[config.mk]
export PLATFORM = sky130hd
export DESIGN_NAME = bfs_top
export DESIGN_NICKNAME = d
export VERILOG_FILES = /design/src/rtl/bfs_filt.v /design/src/rtl/bfs_top.v
export VERILOG_INCLUDE_DIRS = /design/src /design/src/shared
export SDC_FILE = /design/constraint.sdc
export NUM_CORES = 1
export LEC_CHECK = 0
export ABC_AREA = 0
export BUFFER_PORTS_ARGS = -buffer_cell sky130_fd_sc_hd__buf_4
export CORE_ASPECT_RATIO = 1.5
export CORE_MARGIN = 8
export CORE_UTILIZATION = 30
export DETAILED_ROUTE_END_ITERATION = 7
export GPL_TIMING_DRIVEN = 0
export SLEW_MARGIN = 20
export SYNTH_ARGS = -nofsm -noshare
export SYNTH_HDL_FRONTEND = slang
export SYNTH_HIERARCHICAL = 1
export SYNTH_SLANG_ARGS = --single-unit
[constraint.sdc]
create_clock -name core_clk_in -period 2.8 [get_ports core_clk_in]
set_input_delay 0.56 -clock core_clk_in [delete_from_list [all_inputs] [get_ports core_clk_in]]
set_output_delay 0.56 -clock core_clk_in [all_outputs]
set_load 0.05 [all_outputs]
[src/shared/bfs_regs.vh]
// Constants of the buck fault and diode-mode supervisor
// What this block does
// RULE1: Diode mode is entered only after eight switching cycles in a row each saw negative current while the low-side gate was high.
// RULE2: In diode mode, once a negative voltage across the low-side switch is seen, diode mode ends at the next switching pulse.
// RULE3: Entering diode mode widens the ripple window so the switching rate drops by about thirty percent.
// RULE4: Leaving diode mode removes the widening at once, restoring the nominal switching rate.
// RULE5: An overcurrent fault is declared only when the current sense stays above the output sense for more than 10 us without a break.
// RULE6: An overcurrent fault latches the converter off and pulls power good low.
// RULE7: Any latched fault holds until the enable falls below its threshold or the bias supply falls below its reset threshold.
// RULE8: An overvoltage fault is declared when feedback stays above the rising overvoltage threshold for more than 2 us.
// RULE9: An overvoltage fault latches the converter off and pulls power good low.
// RULE10: While latched for overvoltage, the low-side switch turns off after feedback is below the falling threshold for more than 2 us.
// RULE11: While latched for overvoltage, the low-side switch turns on again after feedback is above the rising threshold for more than 2 us.
// RULE12: An undervoltage fault is declared after feedback stays below its threshold for more than 2 us, latching off with power good low.
// RULE13: Over-temperature holds both gates low without latching or touching power good, and other protections keep working.
// RULE14: The diode-mode entry count restarts from zero after any switching cycle without negative current.
// RULE15: While any fault is latched the high-side gate stays low and only overvoltage discharge may drive the low-side gate.
`ifndef BFS_REGS_VH
`define BFS_REGS_VH

// ****************************************************************
// Timing
// ****************************************************************
`define BFS_CLK_PERIOD_NS 10
`define BFS_OC_TIME_NS 10000
`define BFS_OV_TIME_NS 2000
`define BFS_OC_CYC (`BFS_OC_TIME_NS / `BFS_CLK_PERIOD_NS)
`define BFS_OV_CYC (`BFS_OV_TIME_NS / `BFS_CLK_PERIOD_NS)
`define BFS_DEM_ENTRY_CYC 8
`define BFS_WIDEN_PCT 30

// ****************************************************************
// Register offsets (byte addresses)
// ****************************************************************
`define BFS_CTRL_ADDR 8'h00
`define BFS_STATUS_ADDR 8'h04
`define BFS_IRQ_STAT_ADDR 8'h08
`define BFS_IRQ_CLR_ADDR 8'h0C
`define BFS_IRQ_EN_ADDR 8'h10
`define BFS_DEM_CNT_ADDR 8'h14

// ****************************************************************
// Field positions and reset values
// ****************************************************************
`define BFS_CTRL_RUN_BIT 0
`define BFS_CTRL_RST 1'h0
`define BFS_ST_OC_BIT 0
`define BFS_ST_OV_BIT 1
`define BFS_ST_UV_BIT 2
`define BFS_ST_OT_BIT 3
`define BFS_ST_DEM_BIT 4
`define BFS_ST_PG_BIT 5
`define BFS_ST_DIS_BIT 6
`define BFS_IRQ_OC_BIT 0
`define BFS_IRQ_OV_BIT 1
`define BFS_IRQ_UV_BIT 2
`define BFS_IRQ_OT_BIT 3
`define BFS_IRQ_DEM_IN_BIT 4
`define BFS_IRQ_DEM_OUT_BIT 5
`define BFS_IRQ_W 6
`define BFS_IRQ_RST 6'h00

`endif

[src/rtl/bfs_filt.v]
// Pin synchroniser with an optional continuous-level qualifier
module bfs_filt #(
    parameter CNT = 0,
    parameter CW = 11
) (
    // Clock and reset
    input wire core_clk_in,
    input wire rstn_in,
    // Pin and result
    input wire pin_in,
    output wire level_out
);

    reg s1_ff;
    reg s2_ff;
    reg s3_ff;
    reg lvl_ff;
    reg [CW-1:0] cnt_ff;
    reg [CW-1:0] nxt_cnt;

    // ****************************************************************
    // Three-stage capture; a change counts once stages two and three agree
    // ****************************************************************
    always @(posedge core_clk_in or negedge rstn_in) begin
        if (!rstn_in) begin
            s1_ff <= 1'b0;
            s2_ff <= 1'b0;
            s3_ff <= 1'b0;
            lvl_ff <= 1'b0;
        end else begin
            s1_ff <= pin_in;
            s2_ff <= s1_ff;
            s3_ff <= s2_ff;
            if (s2_ff == s3_ff) begin
                lvl_ff <= s3_ff;
            end
        end
    end

    // ****************************************************************
    // Qualifier: true only after more than CNT cycles of steady level
    // ****************************************************************
    always @* begin
        nxt_cnt = cnt_ff;
        if (!lvl_ff) begin
            nxt_cnt = {CW{1'b0}};
        end else if (cnt_ff != CNT[CW-1:0]) begin
            nxt_cnt = cnt_ff + {{(CW-1){1'b0}}, 1'b1};
        end
    end

    always @(posedge core_clk_in or negedge rstn_in) begin
        if (!rstn_in) begin
            cnt_ff <= {CW{1'b0}};
        end else begin
            cnt_ff <= nxt_cnt;
        end
    end

    assign level_out = lvl_ff && (cnt_ff == CNT[CW-1:0]);

endmodule // bfs_filt

[src/rtl/bfs_top.v]
// Fault latches, diode-mode control and register slave of the supervisor
`include "bfs_regs.vh"
module bfs_top #(
    parameter DEM_ENTRY = `BFS_DEM_ENTRY_CYC,
    parameter OC_CYC = `BFS_OC_CYC,
    parameter OV_CYC = `BFS_OV_CYC
) (
    // Clock and reset
    input wire core_clk_in,
    input wire rstn_in,
    // Wishbone classic slave
    input wire wb_cyc_in,
    input wire wb_stb_in,
    input wire wb_we_in,
    input wire [7:0] wb_adr_in,
    input wire [3:0] wb_sel_in,
    input wire [31:0] wb_dat_in,
    output wire [31:0] wb_dat_out,
    output wire wb_ack_out,
    // Comparator results
    input wire current_limit_sense_above_in,
    input wire feedback_pin_above_ov_rise_in,
    input wire feedback_pin_below_ov_fall_in,
    input wire feedback_pin_below_uv_in,
    input wire enable_below_fall_in,
    input wire bias_supply_pin_below_por_in,
    input wire over_temp_in,
    input wire neg_current_in,
    input wire neg_voltage_in,
    // Modulator gate requests
    input wire pwm_high_req_in,
    input wire pwm_low_req_in,
    // Gate, window and status outputs
    output wire high_side_gate_out,
    output wire low_side_gate_out,
    output wire power_good_output_out,
    output wire light_load_diode_mode_out,
    output wire window_widen_out,
    output wire irq_out
);

    wire oc_q;
    wire ovr_q;
    wire ovf_q;
    wire uv_q;
    wire en_low;
    wire por_low;
    wire ot;
    wire negi;
    wire negv;
    wire pwm_h;
    wire pwm_l;

    // ****************************************************************
    // Pin capture and deglitch
    // ****************************************************************
    bfs_filt #(.CNT(OC_CYC)) u_oc (
        .core_clk_in(core_clk_in), .rstn_in(rstn_in),
        .pin_in(current_limit_sense_above_in), .level_out(oc_q)); // RULE5
    bfs_filt #(.CNT(OV_CYC)) u_ovr (
        .core_clk_in(core_clk_in), .rstn_in(rstn_in),
        .pin_in(feedback_pin_above_ov_rise_in), .level_out(ovr_q)); // RULE8
    bfs_filt #(.CNT(OV_CYC)) u_ovf (
        .core_clk_in(core_clk_in), .rstn_in(rstn_in),
        .pin_in(feedback_pin_below_ov_fall_in), .level_out(ovf_q));
    bfs_filt #(.CNT(OV_CYC)) u_uv (
        .core_clk_in(core_clk_in), .rstn_in(rstn_in),
        .pin_in(feedback_pin_below_uv_in), .level_out(uv_q)); // RULE12
    bfs_filt u_en (
        .core_clk_in(core_clk_in), .rstn_in(rstn_in),
        .pin_in(enable_below_fall_in), .level_out(en_low));
    bfs_filt u_por (
        .core_clk_in(core_clk_in), .rstn_in(rstn_in),
        .pin_in(bias_supply_pin_below_por_in), .level_out(por_low));
    bfs_filt u_ot (
        .core_clk_in(core_clk_in), .rstn_in(rstn_in),
        .pin_in(over_temp_in), .level_out(ot));
    bfs_filt u_ni (
        .core_clk_in(core_clk_in), .rstn_in(rstn_in),
        .pin_in(neg_current_in), .level_out(negi));
    bfs_filt u_nv (
        .core_clk_in(core_clk_in), .rstn_in(rstn_in),
        .pin_in(neg_voltage_in), .level_out(negv));
    bfs_filt u_ph (
        .core_clk_in(core_clk_in), .rstn_in(rstn_in),
        .pin_in(pwm_high_req_in), .level_out(pwm_h));
    bfs_filt u_pl (
        .core_clk_in(core_clk_in), .rstn_in(rstn_in),
        .pin_in(pwm_low_req_in), .level_out(pwm_l));

    // ****************************************************************
    // Fault latches
    // ****************************************************************
    reg oc_ff;
    reg ov_ff;
    reg uv_ff;
    reg dis_ff;
    reg run_ff;
    wire release_w;
    wire fault_w;

    assign release_w = en_low | por_low;
    assign fault_w = oc_ff | ov_ff | uv_ff;

    always @(posedge core_clk_in or negedge rstn_in) begin
        if (!rstn_in) begin
            oc_ff <= 1'b0;
            ov_ff <= 1'b0;
            uv_ff <= 1'b0;
            dis_ff <= 1'b0;
        end else if (release_w) begin
            // Dropping enable or bias is the only way out of a latch
            oc_ff <= 1'b0; // RULE7
            ov_ff <= 1'b0; // RULE7
            uv_ff <= 1'b0; // RULE7
            dis_ff <= 1'b0;
        end else begin
            if (oc_q) begin
                oc_ff <= 1'b1; // RULE6
            end
            if (uv_q) begin
                uv_ff <= 1'b1; // RULE12
            end
            if (ovr_q) begin
                ov_ff <= 1'b1; // RULE9
                dis_ff <= 1'b1; // RULE11
            end else if (ovf_q) begin
                dis_ff <= 1'b0; // RULE10
            end
        end
    end

    // ****************************************************************
    // Switching cycle tracking and diode-mode control
    // ****************************************************************
    reg pwm_h_d_ff;
    reg neg_seen_ff;
    reg exit_pend_ff;
    reg dem_ff;
    reg [3:0] dem_cnt_ff;
    reg [3:0] nxt_dem_cnt;
    reg nxt_dem;
    wire cyc_start;
    wire active;

    // Over-temperature suspends only; faults keep being watched
    assign active = run_ff & ~release_w & ~fault_w & ~ot; // RULE13
    assign cyc_start = pwm_h & ~pwm_h_d_ff & active;

    always @* begin
        nxt_dem_cnt = dem_cnt_ff;
        nxt_dem = dem_ff;
        if (!active) begin
            nxt_dem_cnt = 4'h0;
            nxt_dem = 1'b0;
        end else if (cyc_start) begin
            if (dem_ff) begin
                if (exit_pend_ff) begin
                    nxt_dem = 1'b0; // RULE2
                    nxt_dem_cnt = 4'h0;
                end
            end else if (!neg_seen_ff) begin
                nxt_dem_cnt = 4'h0; // RULE14
            end else if (dem_cnt_ff == DEM_ENTRY[3:0] - 4'h1) begin
                nxt_dem = 1'b1; // RULE1
                nxt_dem_cnt = 4'h0;
            end else begin
                nxt_dem_cnt = dem_cnt_ff + 4'h1; // RULE1
            end
        end
    end

    always @(posedge core_clk_in or negedge rstn_in) begin
        if (!rstn_in) begin
            pwm_h_d_ff <= 1'b0;
            neg_seen_ff <= 1'b0;
            exit_pend_ff <= 1'b0;
            dem_ff <= 1'b0;
            dem_cnt_ff <= 4'h0;
        end else begin
            pwm_h_d_ff <= pwm_h;
            dem_ff <= nxt_dem;
            dem_cnt_ff <= nxt_dem_cnt;
            if (cyc_start || !active) begin
                neg_seen_ff <= 1'b0;
                exit_pend_ff <= 1'b0;
            end else begin
                if (negi && pwm_l) begin
                    neg_seen_ff <= 1'b1; // RULE1
                end
                if (dem_ff && negv) begin
                    exit_pend_ff <= 1'b1; // RULE2
                end
            end
        end
    end

    // ****************************************************************
    // Gate drive
    // ****************************************************************
    reg hg_ff;
    reg lg_ff;
    reg pg_ff;
    reg blk_ff;

    always @(posedge core_clk_in or negedge rstn_in) begin
        if (!rstn_in) begin
            hg_ff <= 1'b0;
            lg_ff <= 1'b0;
            pg_ff <= 1'b0;
            blk_ff <= 1'b0;
        end else begin
            // In diode mode the low side opens once current reverses
            if (cyc_start || !dem_ff) begin
                blk_ff <= 1'b0;
            end else if (negi) begin
                blk_ff <= 1'b1;
            end
            if (fault_w) begin
                hg_ff <= 1'b0; // RULE15
                // Over-temperature outranks the discharge pulses
                lg_ff <= ov_ff & dis_ff & ~ot; // RULE15 RULE13
            end else begin
                hg_ff <= active & pwm_h; // RULE13
                lg_ff <= active & pwm_l & ~pwm_h
                    & ~(dem_ff & (blk_ff | negi)); // RULE13
            end
            pg_ff <= ~fault_w & ~release_w; // RULE6
        end
    end

    assign high_side_gate_out = hg_ff;
    assign low_side_gate_out = lg_ff;
    assign power_good_output_out = pg_ff;
    assign light_load_diode_mode_out = dem_ff;
    // Window widening follows the mode with no delay either way
    assign window_widen_out = dem_ff; // RULE3 RULE4

    // ****************************************************************
    // Interrupt status
    // ****************************************************************
    reg oc_d_ff;
    reg ov_d_ff;
    reg uv_d_ff;
    reg ot_d_ff;
    reg dem_d_ff;
    reg [`BFS_IRQ_W-1:0] ist_ff;
    reg [`BFS_IRQ_W-1:0] ien_ff;
    wire [`BFS_IRQ_W-1:0] ev;
    wire [`BFS_IRQ_W-1:0] clr;
    wire wr_stb;

    assign ev[`BFS_IRQ_OC_BIT] = oc_ff & ~oc_d_ff;
    assign ev[`BFS_IRQ_OV_BIT] = ov_ff & ~ov_d_ff;
    assign ev[`BFS_IRQ_UV_BIT] = uv_ff & ~uv_d_ff;
    assign ev[`BFS_IRQ_OT_BIT] = ot & ~ot_d_ff;
    assign ev[`BFS_IRQ_DEM_IN_BIT] = dem_ff & ~dem_d_ff;
    assign ev[`BFS_IRQ_DEM_OUT_BIT] = ~dem_ff & dem_d_ff;

    reg ack_ff;
    reg [31:0] dat_ff;
    assign wr_stb = wb_cyc_in & wb_stb_in & wb_we_in & ack_ff & wb_sel_in[0];
    assign clr = (wr_stb && wb_adr_in == `BFS_IRQ_CLR_ADDR) ?
        wb_dat_in[`BFS_IRQ_W-1:0] : {`BFS_IRQ_W{1'b0}};

    always @(posedge core_clk_in or negedge rstn_in) begin
        if (!rstn_in) begin
            oc_d_ff <= 1'b0;
            ov_d_ff <= 1'b0;
            uv_d_ff <= 1'b0;
            ot_d_ff <= 1'b0;
            dem_d_ff <= 1'b0;
            ist_ff <= `BFS_IRQ_RST;
        end else begin
            oc_d_ff <= oc_ff;
            ov_d_ff <= ov_ff;
            uv_d_ff <= uv_ff;
            ot_d_ff <= ot;
            dem_d_ff <= dem_ff;
            // A new event outranks a clear in the same cycle
            ist_ff <= (ist_ff & ~clr) | ev;
        end
    end

    assign irq_out = |(ist_ff & ien_ff);

    // ****************************************************************
    // Wishbone slave: ack one cycle after the request, writes on ack
    // ****************************************************************
    wire [6:0] st_w;
    reg [31:0] rd_w;

    assign st_w = {dis_ff, pg_ff, dem_ff, ot, uv_ff, ov_ff, oc_ff};

    always @* begin
        rd_w = 32'h00000000;
        if (wb_adr_in == `BFS_CTRL_ADDR) begin
            rd_w[`BFS_CTRL_RUN_BIT] = run_ff;
        end else if (wb_adr_in == `BFS_STATUS_ADDR) begin
            rd_w[6:0] = st_w;
        end else if (wb_adr_in == `BFS_IRQ_STAT_ADDR) begin
            rd_w[`BFS_IRQ_W-1:0] = ist_ff;
        end else if (wb_adr_in == `BFS_IRQ_EN_ADDR) begin
            rd_w[`BFS_IRQ_W-1:0] = ien_ff;
        end else if (wb_adr_in == `BFS_DEM_CNT_ADDR) begin
            rd_w[3:0] = dem_cnt_ff;
        end
    end

    always @(posedge core_clk_in or negedge rstn_in) begin
        if (!rstn_in) begin
            ack_ff <= 1'b0;
            dat_ff <= 32'h00000000;
            run_ff <= `BFS_CTRL_RST;
            ien_ff <= `BFS_IRQ_RST;
        end else begin
            ack_ff <= wb_cyc_in & wb_stb_in & ~ack_ff;
            if (wb_cyc_in && wb_stb_in && !ack_ff) begin
                dat_ff <= rd_w;
            end
            if (wr_stb && wb_adr_in == `BFS_CTRL_ADDR) begin
                run_ff <= wb_dat_in[`BFS_CTRL_RUN_BIT];
            end
            if (wr_stb && wb_adr_in == `BFS_IRQ_EN_ADDR) begin
                ien_ff <= wb_dat_in[`BFS_IRQ_W-1:0];
            end
        end
    end

    assign wb_ack_out = ack_ff;
    assign wb_dat_out = dat_ff;

endmodule // bfs_top

---- After elaboration in Yosys (flattened, before gate mapping) ----
Cells that the tools add are included.
word-level totals
  bits in registers ....................... 207
  output and inout bits ................... 39
cells by class
  add/subtract/negate cells ............... 12
  eq/ne operators ......................... 38
  muxes and demuxes ....................... 60
  bitwise operators ....................... 45
  reduce and logical (&&, ||, !) cells .... 47
operators with widths
  operator                                                number
  2-to-1 mux 11 bit                                       22
  adder 11 x 1 -> 11 bit (second input constant)          11
  logical NOT 11 bit                                      7
  nonzero test 11 bit                                     7
  equality test 11 x 8 -> 1 bit (second input constant)   3
  != test 11 x 8 -> 1 bit (second input constant)         3
  2-to-1 mux 4 bit                                        8
  2-to-1 mux 1 bit                                        25
  bitwise AND 1 bit                                       24
  2-to-1 mux 6 bit                                        4
  != test 2 bit (second input constant)                   12
  logical AND 1 bit                                       18
  equality test 8 x 4 -> 1 bit (second input constant)    2
  equality test 8 x 5 -> 1 bit (second input constant)    2
  inverter 1 bit                                          13
  bitwise AND 6 bit                                       2
  nonzero test 2 bit                                      6
  equality test 1 bit                                     11
  equality test 11 x 10 -> 1 bit (second input constant)  1
  != test 11 x 10 -> 1 bit (second input constant)        1
  equality test 8 x 3 -> 1 bit (second input constant)    1
  logical NOT 8 bit                                       1
  inverter 6 bit                                          1
  bitwise OR 6 bit                                        1
  other kinds (10)                                        16

---- Depth between registers and ports, before layout ----
  depth after elaboration ................. 11
  gate-level depth with buffers ........... 9
  mapped depth without buffers ............ 9

---- By module ----
Netlist, hierarchy kept.
modules (own cells, without submodules)
  module                 instances  cells an instance  area an instance (um^2)
  bfs_filt at u_en ...   7          68                 724.4
  bfs_top                1          211                2,173.3
  bfs_filt at u_ovf ...  2          65                 724.4
  bfs_filt at u_oc       1          71                 739.5
  bfs_filt at u_ovr      1          66                 737.0

---- Worst setup path after synthesis ----
No wires, ideal clock.
  path type ............................... flip-flop to flip-flop
  start point ............................. reg u_ph.cnt_ff[0]
  end point ............................... reg dem_cnt_ff[3]
  setup time .............................. 0.081 ns
  arrival ................................. 2.726 ns
  required time ........................... 2.719 ns
  path slack .............................. -0.007 ns
  cell stages (with the launch flop) ...... 9
  period minus slack after synthesis ...... 2.807 ns
  cell sequence ........................... dfrtp_1 inv_1 ha_1 or4b_4 nor4_4 and2_2 nor4bb_1 or4b_2 a21oi_1
between the ends
  word-level cells in the longest chain between the ends .. 6
RTL lines
  item                            line           RTL
  start, declared                 bfs_filt.v:18  reg [CW-1:0] cnt_ff;
  start signal, assigned          bfs_filt.v:54  cnt_ff <= {CW{1'b0}};
  start signal, assigned          bfs_filt.v:56  cnt_ff <= nxt_cnt;
  logical NOT 11 bit              bfs_filt.v:60  assign level_out = lvl_ff && (cnt_ff == CNT[CW-1:0]);
  logical AND 1 bit               bfs_filt.v:60
  named net pwm_h                 bfs_top.v:51   wire pwm_h;
  bitwise AND 1 bit (2 in a row)  bfs_top.v:148  assign cyc_start = pwm_h & ~pwm_h_d_ff & active;
  != test 2 bit (no line)         n/a
  AND reduction 2 bit (no line)   n/a
  end signal, assigned            bfs_top.v:183  dem_cnt_ff <= nxt_dem_cnt;
  end, declared                   bfs_top.v:140  reg [3:0] dem_cnt_ff;
The timed path passes the listed nets, and every way through them passes these cells.
A chain may end at the register's enable or synchronous reset.

---- Final worst setup path ----
Same ends and word-level chain as after synthesis.

==> run_results.csv <==
group,metric,value,unit
status,status,"completed",
setup_path,r2r_slack,0.16,ns
detailed_routing,post_drt_via_cell_ratio,4.968,
timing,drv_slew,0,
logic_synthesis,yosys_warnings,6,
logic_synthesis,synth_most_common_cell,"dfrtp_1",
placement,dpl_worst_slack,-0.2848,ns
min_path,min-delay-start,"current_limit_sense_above_in",
die,dieWidth,166.3,um
setup_path,critPathBufInv,1,
die,die-height,241.5,um
timing,fin_crit,2.640,ns
logic_synthesis,synth_edf_count,0,
timing,rsz0062_at_grt,"false",
timing,slew_headroom,63.52,%
placement,hpwl,14.87,mm
timing,fin_ws,0.1601,ns
die,initial_core_util,30.41,%
clocking,clk_path_buf_depth,3,
detailed_routing,drt_iter0_markers,363,
setup_path,cp_top_family,"simple AND/OR/NAND/NOR gates",
global_routing,grt_pass1_vias,7450,
logic_synthesis,synth_common_cells,"207 x dfrtp_1, 85 x nand2_1, 71 x inv_1",
timing,hold_viol_final,0,
setup_path,r2r_end,"dem_cnt_ff[3]",
min_path,min_path_cells,1,
global_routing,antenna_found_initial,0,
timing,fin_crit_sh,94.28,%
detailed_routing,finalWirelength,21.10,mm
power,ir_worst_vdd,354.9,uV
global_routing,grt_max_degree,85,
clocking,tritoncts,"yes",
clocking,cts-htree-levels,1,
setup_path,reg2reg_depth,8,
detailed_routing,drc_errors,0,
detailed_routing,antenna_left,0,
detailed_routing,met3_length,714,um
logic_synthesis,synth.ff_latch_count,207,
timing,skew,0.008541,ns
detailed_routing,wl_met2,10.46,mm
logic_synthesis,ys_async_sr_fraction,100.0,%
finish,seq_area,5180,um2
setup_path,cpMaxStageDelayCell,"or4b_2",
timing,setup_viol,0,
clocking,cts_num_sinks,207,
timing,tns,0,ns
setup_path,crit_type,"flop to flop",
setup_path,crit_path_start_kind,"flop",
clocking,clkTransAtPathRegs,0.06,ns
finish,antenna_cells,0,
setup_path,end_kind,"flop",
global_routing,grt_util_all_layers,10.65,%
timing,timing.fmax,0.3788,GHz
power,power_leakage,5.162,nW
setup_path,worstPathMaxFanout,5,
logic_synthesis,synthesis.area,10170,um2
power,power_density,549.4,nW/um2
detailed_routing,vias,7377,
finish,drive_gt1_share,16.62,%
die,dieArea,40170,um2
run,maxCapViolCount,0,
finish,area_growth,17.24,%
die,core.rowCount,82,
detailed_routing,detail_route.first_pass.iterations,4,
logic_synthesis,synth_top_area_share,50.94,%
min_path,min_path_type,"primary input to flop",
setup_path,path_cells,"inv_1, ha_1, or4b_4, nor4_4, and2_4, nor4bb_4, or4b_2, a21oi_1",
setup_path,crit_path_max_incr_delay,0.62,ns
setup_path,arrival,3.07,ns
logic_synthesis,synth_area_leader_cell,"dfrtp_1",
finish,fin_util,35.65,%
finish,nFillCells,3339,
detailed_routing,top_layer,"met4",
global_routing,overflow,0,
placement,placed_cells,1444,
logic_synthesis,ys_types,66,
timing,whs,0.1576,ns
logic_synthesis,syn_area_per_cell,10.66,um2
setup_path,required,3.23,ns
finish,multiInputGateArea,4503,um2
detailed_routing,wl_met1,9.197,mm
timing,worst_pin_slew,0.5422,ns
logic_synthesis,synth_area_leaders,"dfrtp_1 51%, a21oi_1 3.2%, nand2_1 3.1%",
finish,fin_cells,1485,
clocking,cts_buffers,23,
logic_synthesis,yosysSeqAreaShare,50.94,%
global_routing,grt_pass1_wl,36.54,mm
clocking,root_buffer,"clkbuf_16",
min_path,hold_path_end,"u_oc/s1_ff",
setup_path,r2r_start,"u_ph/cnt_ff[0]",
logic_synthesis,syn_inst,954,
finish,nets,1134,
placement,gp_congestion,0.7799,
placement,io_buffers,44,
die,core_area,33450,um2
die,io-pin-count,99,
clocking,insertion_delay,0.51,ns
detailed_routing,wl_per_cell,14.21,um
logic_synthesis,synth_top_flop_cell,"dfrtp_1",
-- area by class of cell --
type,count,share of cell area [%]
plain buffers,40,2.676
clock buffers,35,5.625
clock inverters,4,0.2099
inverters,77,2.424
multi-input cells,654,37.77
flip-flops and latches,207,43.45
well taps,420,4.408
repair buffers,48,3.442
-- how the worst max path moves through the flow --
stage                               from  cells past startpoint             end
after floorplan           u_ph/cnt_ff[0]                      8   dem_cnt_ff[3]
after global placement           rstn_in                      1  u_oc/cnt_ff[4]
after detailed placement  u_en/cnt_ff[0]                      9     neg_seen_ff
after CTS                 u_en/cnt_ff[0]                      9     neg_seen_ff
after global routing      u_ph/cnt_ff[0]                      8   dem_cnt_ff[3]
final                     u_ph/cnt_ff[0]                      8   dem_cnt_ff[3]
-- what timing repair did --
item / CTS / global route
setup buffers: 1 / 0
gates resized for setup: 2 / 2
hold endpoints to repair: 52 / 0
hold buffers: 1 / 0
pin swaps: 1 / 1
endpoints found under the setup margin: 8 / 4
-- cell families (layout without fill, tap and decap cells) --
logic type,Yosys count,after routing,share of synthesized area (%)
and+or+nand+nor,349,349,22.02
xor gates and xnor gates,31,31,2.670
muxes,32,32,3.260
other,1,25,0.03687
adders and majority gates,34,34,3.912
AOI/OAI and AO/OA,183,183,11.18
buffers and inverters,117,204,5.979
DFF,207,207,50.94
-- state kept, by name, summed over array words and instances (netlist names), 4 cells and up --
register	cells
u_ph/cnt_ff	11
u_ot/cnt_ff	11
u_uv/cnt_ff	11
wb_dat_out	7
ien_ff	6
u_ni/cnt_ff	11
u_pl/cnt_ff	11
u_ovr/cnt_ff	11
u_nv/cnt_ff	11
u_ovf/cnt_ff	11
u_en/cnt_ff	11
dem_cnt_ff	4
ist_ff	6
u_por/cnt_ff	11
u_oc/cnt_ff	11
-- per-layer routing --
metal	GRT usage, %	vias up
li1	-	3605
met1	12.42	3605
met2	18.96	125
met3	1.794	42
met4	4.982	0
met5	0	-
-- power breakdown --
group	internal, W	total [W]	leakage [nW]	switching (W)
Clock	0.00164	0.00284	0.336	0.00120
Sequential	0.00307	0.00315	2.76	0.0000743
Combinational	0.000194	0.000563	2.07	0.000369
-- worst register-to-register path, stage by stage (launching register included) --
cell,delay [ns]
dfrtp_1,0.42
inv_1,0.09
ha_1,0.15
or4b_4,0.47
nor4_4,0.17
and2_4,0.21
nor4bb_4,0.28
or4b_2,0.62
a21oi_1,0.16
-- metrics by stage --
step	cell area, um2	power, W
floorplan	10270	0.003555
global placement	11120	0.003742
detailed placement	11180	0.003766
CTS	11910	0.006688
global route	11920	0.006869
finish	11920	0.006550
-- placed cells by master (no fill, tap or decap), types with 18 or more instances in the layout --
| cell type | count |
|---|---|
| nand4_1 | 26 |
| or3_1 | 28 |
| nand2_1 | 85 |
| dfrtp_1 | 207 |
| conb_1 | 25 |
| mux2i_1 | 23 |
| nor3_1 | 18 |
| o31ai_1 | 25 |
| ha_1 | 23 |
| clkbuf_16 | 23 |
| nand3_1 | 42 |
| a21oi_1 | 66 |
| nor2_1 | 28 |
| inv_1 | 71 |
| o21ai_0 | 44 |
| or4_1 | 27 |
| buf_4 | 70 |
Note: power is estimated with default switching activity, not from simulation.
